[src/gih_pkg.sv]
// Purpose: constants and types of the bus interface message handler
// Assumes: commands arrive decoded from the acceptor handshake, ATN true
// Notes: bit 6 of the status byte is built by hardware, never stored
//
// What this block does
// - remote enable plus own listen address puts the device in remote
// - in remote only local, power, volume and squelch keys pass
// - remote indicator is lit whenever the device is in remote
// - entering remote restores the trigger setup last used in remote
// - go-to-local while listener, local key, or remote enable low -> local
// - in local the trigger setup is forced to full settle, repetitive
// - local key does nothing while lockout is set
// - lockout command in remote disables every key including local, except power, volume and squelch
// - remote enable low clears lockout, goes local, forces default trigger
// - service request asserted when any enabled status bit is true
// - serial poll plus talk address returns one eight-bit status byte
// - status byte bit six reads one while service is requested
// - parallel poll configure and unconfigure get no response
// - device clear flushes buffers, aborts commands, goes idle
// - device clear keeps settings; status changes only via cleared MAV
// - universal and selected device clear act the same
// - trigger in remote and listener starts a measurement, current setup
// - bus trigger command and software trigger are one event
// - take control while talker makes the device active controller
// - interface clear drops talker and listener state at once
// - as talker the device sends status or queued data bytes
// - bus address settable 0 to 30, kept by software across power
// - go-to-local in lockout returns panel but keeps lockout
package gih_pkg;
  localparam int APB_AW = 8;
  localparam int ADR_W = 5;
  localparam logic [ADR_W-1:0] MAX_ADDR = 5'h1E;
  localparam logic [ADR_W-1:0] DEF_ADDR = 5'h0E;
  // register byte offsets
  localparam logic [APB_AW-1:0] REG_CTRL = 8'h00;
  localparam logic [APB_AW-1:0] REG_STB = 8'h04;
  localparam logic [APB_AW-1:0] REG_SRE = 8'h08;
  localparam logic [APB_AW-1:0] REG_TCFG = 8'h0C;
  localparam logic [APB_AW-1:0] REG_TXD = 8'h10;
  localparam logic [APB_AW-1:0] REG_STAT = 8'h14;
  localparam int CTRL_TRG_BIT = 8;
  localparam int TXD_FULL_BIT = 8;
  localparam int STB_RQS_BIT = 6;
  localparam int STB_MAV_BIT = 4;
  // bus commands, seven bits
  localparam logic [7:0] CMD_MASK = 8'h7F;
  localparam logic [7:0] CMD_GTL = 8'h01;
  localparam logic [7:0] CMD_SDC = 8'h04;
  localparam logic [7:0] CMD_PPC = 8'h05;
  localparam logic [7:0] CMD_GET = 8'h08;
  localparam logic [7:0] CMD_TCT = 8'h09;
  localparam logic [7:0] CMD_LLO = 8'h11;
  localparam logic [7:0] CMD_DCL = 8'h14;
  localparam logic [7:0] CMD_PPU = 8'h15;
  localparam logic [7:0] CMD_SPE = 8'h18;
  localparam logic [7:0] CMD_SPD = 8'h19;
  localparam logic [7:0] CMD_UNL = 8'h3F;
  localparam logic [7:0] CMD_UNT = 8'h5F;
  localparam logic [7:0] GRP_MASK = 8'h60;
  localparam logic [7:0] GRP_LAG = 8'h20;
  localparam logic [7:0] GRP_TAG = 8'h40;

  typedef enum logic [1:0] {
    GIH_LOCS = 2'h0,
    GIH_REMS = 2'h1,
    GIH_RWLS = 2'h3,
    GIH_LWLS = 2'h2
  } gih_rl_e;

  typedef struct packed {
    logic full_settle;
    logic rep_retrig;
  } gih_tcfg_s;

  localparam gih_tcfg_s TCFG_DEF = 2'h3;

  typedef struct packed {
    logic vld;
    logic [7:0] data;
  } gih_byte_s;
endpackage : gih_pkg
[src/gih_handler.sv]
// Purpose: remote/local, lockout, polling, clear, trigger, control handling
// Assumes: cmd_i comes from same-clock handshake logic; pins are async
// Notes: zero-wait APB slave, pready always high
`timescale 1ns/10ps
module gih_handler #(
  parameter int NKEY = 8,
  parameter int LOCAL_KEY = 0,
  parameter logic [NKEY-1:0] EXEMPT_KEYS = 8'h0E
) (
  // apb
  input logic pclk,
  input logic presetn,
  input logic psel,
  input logic penable,
  input logic pwrite,
  input logic [gih_pkg::APB_AW-1:0] paddr,
  input logic [31:0] pwdata,
  output logic [31:0] prdata,
  output logic pready,
  output logic pslverr,
  // bus pins
  input logic ren_n_i,
  input logic ifc_n_i,
  output logic srq_n_o,
  output logic srq_oe,
  // decoded commands and talker bytes
  input gih_pkg::gih_byte_s cmd_i,
  output gih_pkg::gih_byte_s tx_o,
  input logic tx_ready,
  // front panel and instrument
  input logic [NKEY-1:0] keys_i,
  output logic [NKEY-1:0] keys_o,
  output logic remote_ind,
  output gih_pkg::gih_tcfg_s trig_cfg,
  output logic trig_start,
  output logic dev_clear,
  output logic cic
);
  import gih_pkg::*;

  //////////////////////////////////////////////////////////////////////////////
  // pin synchronisers
  logic [NKEY+1:0] in_q1_r;
  logic [NKEY+1:0] in_q2_r;
  logic ren_s;
  logic ifc_s;
  logic [NKEY-1:0] keys_s;
  logic lkey_d_r;

  always_ff @(posedge pclk or negedge presetn) begin
    if (!presetn) begin
      in_q1_r <= '0;
      in_q2_r <= '0;
    end else begin
      in_q1_r <= {keys_i, ~ifc_n_i, ~ren_n_i};
      in_q2_r <= in_q1_r;
    end
  end

  assign ren_s = in_q2_r[0];
  assign ifc_s = in_q2_r[1];
  assign keys_s = in_q2_r[NKEY+1:2];

  always_ff @(posedge pclk or negedge presetn) begin
    if (!presetn) begin
      lkey_d_r <= 1'b0;
    end else begin
      lkey_d_r <= keys_s[LOCAL_KEY];
    end
  end

  //////////////////////////////////////////////////////////////////////////////
  // command decode
  logic [ADR_W-1:0] addr_r;
  logic [7:0] cmd7;
  logic ev_gtl, ev_sdc, ev_get, ev_tct, ev_llo, ev_dcl;
  logic ev_spe, ev_spd, ev_unl, ev_unt, ev_mla, ev_mta, ev_ota, ev_ppx;

  function automatic logic is_cmd(input logic [7:0] c, input logic [7:0] k);
    is_cmd = cmd_i.vld && (c == k);
  endfunction : is_cmd

  assign cmd7 = cmd_i.data & CMD_MASK;
  assign ev_gtl = is_cmd(cmd7, CMD_GTL);
  assign ev_sdc = is_cmd(cmd7, CMD_SDC);
  assign ev_get = is_cmd(cmd7, CMD_GET);
  assign ev_tct = is_cmd(cmd7, CMD_TCT);
  assign ev_llo = is_cmd(cmd7, CMD_LLO);
  assign ev_dcl = is_cmd(cmd7, CMD_DCL);
  assign ev_spe = is_cmd(cmd7, CMD_SPE);
  assign ev_spd = is_cmd(cmd7, CMD_SPD);
  assign ev_unl = is_cmd(cmd7, CMD_UNL);
  assign ev_unt = is_cmd(cmd7, CMD_UNT);
  assign ev_ppx = is_cmd(cmd7, CMD_PPC) || is_cmd(cmd7, CMD_PPU);
  assign ev_mla = is_cmd(cmd7, GRP_LAG | {3'h0, addr_r});
  assign ev_mta = is_cmd(cmd7, GRP_TAG | {3'h0, addr_r});
  assign ev_ota = cmd_i.vld && ((cmd7 & GRP_MASK) == GRP_TAG) && !ev_mta && !ev_unt;

  //////////////////////////////////////////////////////////////////////////////
  // addressing and controller role
  logic lads_r, tads_r, spms_r, cic_r;

  always_ff @(posedge pclk or negedge presetn) begin
    if (!presetn) begin
      lads_r <= 1'b0;
      tads_r <= 1'b0;
    end else if (ifc_s) begin
      lads_r <= 1'b0;
      tads_r <= 1'b0;
    end else begin
      if (ev_mla) lads_r <= 1'b1;
      else if (ev_unl) lads_r <= 1'b0;
      if (ev_mta) tads_r <= 1'b1;
      else if (ev_unt || ev_ota) tads_r <= 1'b0;
    end
  end

  always_ff @(posedge pclk or negedge presetn) begin
    if (!presetn) begin
      spms_r <= 1'b0;
    end else if (ev_spe) begin
      spms_r <= 1'b1;
    end else if (ev_spd || ifc_s) begin
      spms_r <= 1'b0;
    end
  end

  always_ff @(posedge pclk or negedge presetn) begin
    if (!presetn) begin
      cic_r <= 1'b0;
    end else if (ifc_s) begin
      cic_r <= 1'b0;
    end else if (ev_tct && tads_r) begin
      cic_r <= 1'b1;
    end
  end

  assign cic = cic_r;

  //////////////////////////////////////////////////////////////////////////////
  // remote/local state machine
  gih_rl_e rl_r, rl_nxt;
  logic rem, lkey_ev;

  assign lkey_ev = keys_s[LOCAL_KEY] && !lkey_d_r;

  always_comb begin
    rl_nxt = rl_r;
    case (rl_r)
      GIH_LOCS: begin
        if (ren_s && ev_mla) rl_nxt = GIH_REMS;
        else if (ev_llo) rl_nxt = GIH_LWLS;
      end
      GIH_REMS: begin
        if ((ev_gtl && lads_r) || lkey_ev) rl_nxt = GIH_LOCS;
        else if (ev_llo) rl_nxt = GIH_RWLS;
      end
      GIH_RWLS: begin
        if (ev_gtl && lads_r) rl_nxt = GIH_LWLS;
      end
      GIH_LWLS: begin
        if (ren_s && ev_mla) rl_nxt = GIH_RWLS;
      end
      default: rl_nxt = GIH_LOCS;
    endcase
    if (!ren_s) rl_nxt = GIH_LOCS;
  end

  always_ff @(posedge pclk or negedge presetn) begin
    if (!presetn) begin
      rl_r <= GIH_LOCS;
    end else begin
      rl_r <= rl_nxt;
    end
  end

  assign rem = (rl_r == GIH_REMS) || (rl_r == GIH_RWLS);
  assign remote_ind = rem;

  // power, volume, squelch always pass; local passes except in remote with lockout
  always_comb begin
    keys_o = keys_s;
    if (rem) begin
      keys_o = keys_s & EXEMPT_KEYS;
      if (rl_r == GIH_REMS) keys_o[LOCAL_KEY] = keys_s[LOCAL_KEY];
    end
  end

  //////////////////////////////////////////////////////////////////////////////
  // trigger configuration and trigger event
  gih_tcfg_s tcfg_rem_r;
  logic trg_sw, trig_r;

  assign trig_cfg = rem ? tcfg_rem_r : TCFG_DEF;

  assign trg_sw = psel && penable && pwrite && (paddr == REG_CTRL) && pwdata[CTRL_TRG_BIT];

  always_ff @(posedge pclk or negedge presetn) begin
    if (!presetn) begin
      trig_r <= 1'b0;
    end else begin
      trig_r <= (ev_get || trg_sw) && rem && lads_r;
    end
  end

  assign trig_start = trig_r;

  //////////////////////////////////////////////////////////////////////////////
  // device clear, output byte, status byte, service request
  logic clr_ev, clr_r, txf_r, rqs, srq_r;
  logic [7:0] txb_r, stb_r, sre_r, stat, stb_full;
  logic tx_acc, txd_wr;
  gih_byte_s tx_r;

  assign clr_ev = ev_dcl || (ev_sdc && lads_r);
  assign tx_acc = tx_r.vld && tx_ready;
  assign txd_wr = psel && penable && pwrite && (paddr == REG_TXD);

  always_ff @(posedge pclk or negedge presetn) begin
    if (!presetn) begin
      clr_r <= 1'b0;
    end else begin
      clr_r <= clr_ev;
    end
  end

  assign dev_clear = clr_r;

  always_ff @(posedge pclk or negedge presetn) begin
    if (!presetn) begin
      txf_r <= 1'b0;
      txb_r <= 8'h00;
    end else if (clr_ev) begin
      txf_r <= 1'b0;
    end else if (txd_wr && !txf_r) begin
      txf_r <= 1'b1;
      txb_r <= pwdata[7:0];
    end else if (tx_acc && !spms_r) begin
      txf_r <= 1'b0;
    end
  end

  always_comb begin
    stat = stb_r;
    stat[STB_MAV_BIT] = txf_r;
    stat[STB_RQS_BIT] = 1'b0;
    rqs = |(stat & sre_r);
    stb_full = stat;
    stb_full[STB_RQS_BIT] = rqs;
  end

  always_ff @(posedge pclk or negedge presetn) begin
    if (!presetn) begin
      srq_r <= 1'b0;
    end else begin
      srq_r <= rqs;
    end
  end

  assign srq_n_o = 1'b0;
  assign srq_oe = srq_r;

  always_ff @(posedge pclk or negedge presetn) begin
    if (!presetn) begin
      tx_r <= '0;
    end else begin
      tx_r.vld <= tads_r && (spms_r || txf_r) && !tx_acc && !clr_ev;
      tx_r.data <= spms_r ? stb_full : txb_r;
    end
  end

  assign tx_o = tx_r;

  //////////////////////////////////////////////////////////////////////////////
  // apb registers
  function automatic logic reg_hit(input logic [APB_AW-1:0] a);
    reg_hit = (a == REG_CTRL) || (a == REG_STB) || (a == REG_SRE)
           || (a == REG_TCFG) || (a == REG_TXD) || (a == REG_STAT);
  endfunction : reg_hit

  logic wr;
  assign wr = psel && penable && pwrite;
  assign pready = 1'b1;
  assign pslverr = psel && penable && !reg_hit(paddr);

  always_ff @(posedge pclk or negedge presetn) begin
    if (!presetn) begin
      addr_r <= DEF_ADDR;
      stb_r <= 8'h00;
      sre_r <= 8'h00;
    end else if (wr) begin
      if (paddr == REG_CTRL && pwdata[ADR_W-1:0] <= MAX_ADDR) addr_r <= pwdata[ADR_W-1:0];
      if (paddr == REG_STB) stb_r <= pwdata[7:0];
      if (paddr == REG_SRE) sre_r <= pwdata[7:0];
    end
  end

  // remembered remote trigger setup, only changed while remote
  always_ff @(posedge pclk or negedge presetn) begin
    if (!presetn) begin
      tcfg_rem_r <= TCFG_DEF;
    end else if (wr && paddr == REG_TCFG && rem) begin
      tcfg_rem_r <= pwdata[1:0];
    end
  end

  always_ff @(posedge pclk or negedge presetn) begin
    if (!presetn) begin
      prdata <= 32'h00000000;
    end else if (psel && !penable && !pwrite) begin
      case (paddr)
        REG_CTRL: prdata <= {27'h0, addr_r};
        REG_STB: prdata <= {24'h0, stb_full};
        REG_SRE: prdata <= {24'h0, sre_r};
        REG_TCFG: prdata <= {30'h0, trig_cfg};
        REG_TXD: prdata <= {23'h0, txf_r, txb_r};
        REG_STAT: prdata <= {25'h0, srq_r, cic_r, spms_r, tads_r, lads_r, rl_r};
        default: prdata <= 32'h00000000;
      endcase
    end
  end

  //////////////////////////////////////////////////////////////////////////////
  // checks
  a_rem_entry: assert property (@(posedge pclk) disable iff (!presetn)
    (rl_r == GIH_LOCS && ren_s && ev_mla) |=> (rl_r == GIH_REMS))
    else $error("remote not entered");
  a_ren_drop: assert property (@(posedge pclk) disable iff (!presetn)
    !ren_s |=> (rl_r == GIH_LOCS) && !remote_ind)
    else $error("remote enable low did not go local");
  a_key_gate: assert property (@(posedge pclk) disable iff (!presetn)
    rem |-> ((keys_o & ~EXEMPT_KEYS & ~(NKEY'(1) << LOCAL_KEY)) == '0))
    else $error("key passed in remote");
  a_lock_key: assert property (@(posedge pclk) disable iff (!presetn)
    (rl_r == GIH_RWLS && lkey_ev && ren_s && !ev_gtl) |=> (rl_r == GIH_RWLS))
    else $error("local key left lockout");
  a_trig_local: assert property (@(posedge pclk) disable iff (!presetn)
    $fell(rem) |-> (trig_cfg == TCFG_DEF)) else $error("local trigger setup wrong");
  a_srq_follow: assert property (@(posedge pclk) disable iff (!presetn)
    rqs |=> srq_oe) else $error("service request not raised");
  a_srq_drop: assert property (@(posedge pclk) disable iff (!presetn)
    !rqs |=> !srq_oe) else $error("service request not dropped");
  a_poll_bit6: assert property (@(posedge pclk) disable iff (!presetn)
    (tads_r && spms_r && !tx_acc && !ifc_s && $stable(stb_r) && $stable(sre_r))
    ##1 (tx_r.vld && $stable(txf_r)) |-> (tx_r.data[STB_RQS_BIT] == srq_oe))
    else $error("poll bit six wrong");
  a_ifc_unaddr: assert property (@(posedge pclk) disable iff (!presetn)
    ifc_s |=> !lads_r && !tads_r ##1 !tx_r.vld) else $error("interface clear kept address");
  a_clr_flush: assert property (@(posedge pclk) disable iff (!presetn)
    clr_ev |=> dev_clear && !txf_r && !tx_r.vld) else $error("device clear did not flush");
  a_trig_gate: assert property (@(posedge pclk) disable iff (!presetn)
    trig_start |-> $past(rem) && $past(lads_r)) else $error("trigger outside remote listener");
  a_take_ctl: assert property (@(posedge pclk) disable iff (!presetn)
    (ev_tct && tads_r && !ifc_s) |=> cic) else $error("take control ignored");
  a_ppoll_quiet: assert property (@(posedge pclk) disable iff (!presetn)
    ev_ppx && !ifc_s |=> $stable(lads_r) && $stable(tads_r) && $stable(spms_r) && !dev_clear)
    else $error("parallel poll changed state");

  c_remote: cover property (@(posedge pclk) disable iff (!presetn)
    rl_r == GIH_LOCS ##1 rl_r == GIH_REMS);
  c_lockout: cover property (@(posedge pclk) disable iff (!presetn)
    rl_r == GIH_RWLS ##1 rl_r == GIH_LWLS);
  c_poll: cover property (@(posedge pclk) disable iff (!presetn)
    tx_acc && spms_r && tx_r.data[STB_RQS_BIT]);
  c_trig: cover property (@(posedge pclk) disable iff (!presetn) trig_start);
endmodule : gih_handler

[config.mk]
export PLATFORM = sky130hd
export DESIGN_NAME = gih_handler
export DESIGN_NICKNAME = d
export VERILOG_FILES = /design/src/gih_pkg.sv /design/src/gih_handler.sv
export SDC_FILE = /design/constraint.sdc
export NUM_CORES = 1
export LEC_CHECK = 0
export BUFFER_PORTS_ARGS = -buffer_cell sky130_fd_sc_hd__buf_2
export CORE_MARGIN = 5
export CORE_UTILIZATION = 40
export DETAILED_ROUTE_END_ITERATION = 6
export PLACE_DENSITY_LB_ADDON = 0.2
export SYNTH_ARGS = -nofsm -noshare
export SYNTH_HDL_FRONTEND = slang
export SYNTH_SLANG_ARGS = --single-unit
[constraint.sdc]
create_clock -name pclk -period 2.2 [get_ports pclk]
set_input_delay 0.44 -clock pclk [delete_from_list [all_inputs] [get_ports pclk]]
set_output_delay 0.44 -clock pclk [all_outputs]
set_load 0.01 [all_outputs]
==> results.tsv <==
stage	metric	value	unit
clocking	ctsResizeCount	0	
cells_and_area	nets	449	
die	num_io_pins	124	
cells_and_area	final_util	0.4948	
drt	drt_pass1_iterations	6	
setup_path	regToRegSetupSlack	0.38	ns
clocking	cts.path.max_buffers	2	
global_routing	overflow	0	
clocking	htreeDepth	3	
synthesis	synth_flop_cell	dfrtp_1	
setup_path	cp_slowest_cell	nor3_1	
cells_and_area	regArea	1958	um2
timing	min_period_over_period	0.9072	
synthesis	synth.largest_area_cell	dfrtp_1	
power	pwr_density_cell	654.2	nW/um2
clocking	clkTransAtPathRegs	0.08	ns
die	die_w	104.4	um
synthesis	ys_seq_area_frac	0.5493	
setup_path	cp.arrival	1.56	ns
synthesis	ys_types	50	
global_routing	grt_pass1_wl	13.60	mm
die	rows	34	
synthesis	ys_seq_elements	78	
die	core_area	8721	um2
synthesis	ys_top_cells_by_area	dfrtp_1 51%, mux2_2 11%, buf_4 6.1%	
timing	finalCriticalPeriod	1.996	ns
drt	wire_per_inst	16.61	um
synthesis	yosysMostFrequentCell	dfrtp_1	
clocking	post_cts_buffers	0	
clocking	ctsHoldBuffers	0	
die	initial_core_util	0.4088	
synthesis	synth_async_sr_flop_share	1.000	
job	max_cap_violations	0	
timing	fin_ws	0.2041	ns
setup_path	cp.required	1.76	ns
placement	dpl-instance-area	4110	um2
power	ir_drop	0.4314	mV
clocking	ctsRootBufferMaster	clkbuf_8	
synthesis	synth_edf_count	0	
timing	rsz0062_at_grt	no	
clocking	numCtsBuffers	9	
die	die_h	104.4	um
drt	num_vias	2508	
clocking	cts.sink_count	78	
cells_and_area	drive_above_1_share	0.4242	
timing	skew	0.006764	ns
timing	maxSlewHeadroom	0.5855	
drt	drt_iter0_markers	127	
setup_path	start_kind	input port	
timing	timing.final.max_slew_violations	0	
timing	worst_pin_slew	0.6218	ns
cells_and_area	fin_area	4315	um2
global_routing	gr-usage-all-layers	0.1561	
setup_path	slowest_delay	0.25	ns
power	total_power	0.002823	W
setup_path	crit_chain	buf_2, buf_4, nor3_1, buf_4, nand3_1, and3_1, buf_2	
global_routing	grt_pass1_vias	2626	
cells_and_area	multi_input_area	1418	um2
placement	port_buffers	74	
die	fp.dieArea	10900	um2
global_routing	grt_max_degree	41	
cells_and_area	n_fill_cell	804	
placement	dp.cells	481	
cells_and_area	diodes	0	
setup_path	critical_path_class	in -> out	
synthesis	netlist_instances	288	
drt	route.detailed.drc	0	
power	p_leak	2.180	nW
placement	dp_worst_setup_slack	-0.02999	ns
cells_and_area	layout.cells.non_filler	497	
clocking	cts_tree	built	
setup_path	end_kind	primary output	
cells_and_area	area_growth	21.06	%
synthesis	synth_common_cells	73 x dfrtp_1, 35 x mux2_2, 29 x buf_4	
min_path	min_path_type	in -> async	
drt	viasPerCell	5.046	
synthesis	yosysTopAreaCellShare	0.5125	
setup_path	cp_max_fo	3	
outcome	status	completed	
placement	hpwl	6.235	mm
timing	setup_viol	0	
timing	hold_viol	0	
synthesis	synthesis.area	3565	um2
drt	routed_wl	8.256	mm
drt	ant_nets	0	
placement	gp_congestion	0.8484	
timing	max_freq	501.0	MHz
global_routing	antenna_found_initial	0	
clocking	worstSkewPairLatency	0.35	ns
synthesis	synth.avg_cell_area	12.38	um2
synthesis	ys_warn_count	0	
-- worst max-delay path, delay by kind of cell --
family	cells	cell delay, ns
AND/OR/NAND/NOR	3	0.57
buffers and inverters	4	0.54
-- report_power, final --
group | switching [W] | internal (W)
Clock | 0.000564 | 0.000538
Sequential | 0.0000206 | 0.00147
Combinational | 0.000136 | 0.0000940
-- registers in the layout, summed over array words and instances (netlist names) --
register,flops
cic,1
txb_r,8
sre_r,8
prdata,9
txf_r,1
rl_r,2
stb_r,6
lads_r,1
spms_r,1
tx_o,9
in_q2_r,10
in_q1_r,10
trig_start,1
dev_clear,1
tads_r,1
srq_oe,1
addr_r,5
lkey_d_r,1
tcfg_rem_r,2
-- metal layers --
| layer | global-route usage | vias up | wire length (um) |
|---|---|---|---|
| met4 | 0.05180 | 0 | 114 |
| met3 | 0.03290 | 11 | 548 |
| met1 | 0.2213 | 1213 | 3786 |
| met5 | 0 | - | 0 |
| met2 | 0.2380 | 101 | 3806 |
| li1 | - | 1183 | - |
-- final timing paths --
path	startpoint	endpoint	depth (start not counted)
max	paddr[5]	pslverr	7
min	presetn	tx_o[2]	1
max reg2reg	lads_r	txb_r[2]	5
min reg2reg	in_q1_r[5]	in_q2_r[5]	0
max in group asynchronous	presetn	trig_start	2
min in group pclk	keys_i[7]	in_q1_r[9]	1
-- cell families after synthesis --
logic type	count (synthesis)	share of synthesized area
simple gates	71	0.1183
xor+xnor	5	0.01228
other cells	2	0.002107
flops	78	0.5493
buf+inv	44	0.07722
compound gates	42	0.09232
mux	46	0.1485
-- placed cells by master, fill, tap and decap left out, types with 2 or more instances in the layout --
cell and instances:
dfrtp_1 73, mux2_2 35, nand2_1 9, a2bb2oi_1 3, a32oi_1 3, nand3_1 7, conb_1 25, o22ai_1 4
nand2b_1 4, clkinv_4 3, mux4_2 2, and3b_1 2, buf_4 25, xor2_1 5, o22a_2 2, mux2i_1 9
nor3_1 4, a22oi_1 2, o21ai_0 3, o22a_1 2, dfstp_2 5, inv_6 2, clkbuf_8 9, nor3b_1 2
and3_1 4, a221o_1 2, a21oi_1 6, a31oi_1 3, nor2b_1 10, nand3b_1 2, nor2_1 15, buf_2 73
a22o_1 5, inv_1 7, nor4_1 3
-- cell type report --
class,instances,share of cell area
Inverter,7,0.006089
Sequential cell,78,0.4538
Clock buffer,9,0.02870
Tap cell,108,0.03131
Multi-Input combinational cell,189,0.3285
Clock inverter,7,0.01885
Timing Repair Buffer,99,0.1328
-- stage by stage --
stage	hold slack, ns	setup TNS [ns]
CTS	0.06129	0
floorplan	0.1444	0
finish	0.05657	0
global placement	0.3321	-0.2150
global route	0.08262	0
detailed placement	0.3347	-0.1964
No activity file was read; power rests on OpenSTA's default activity.
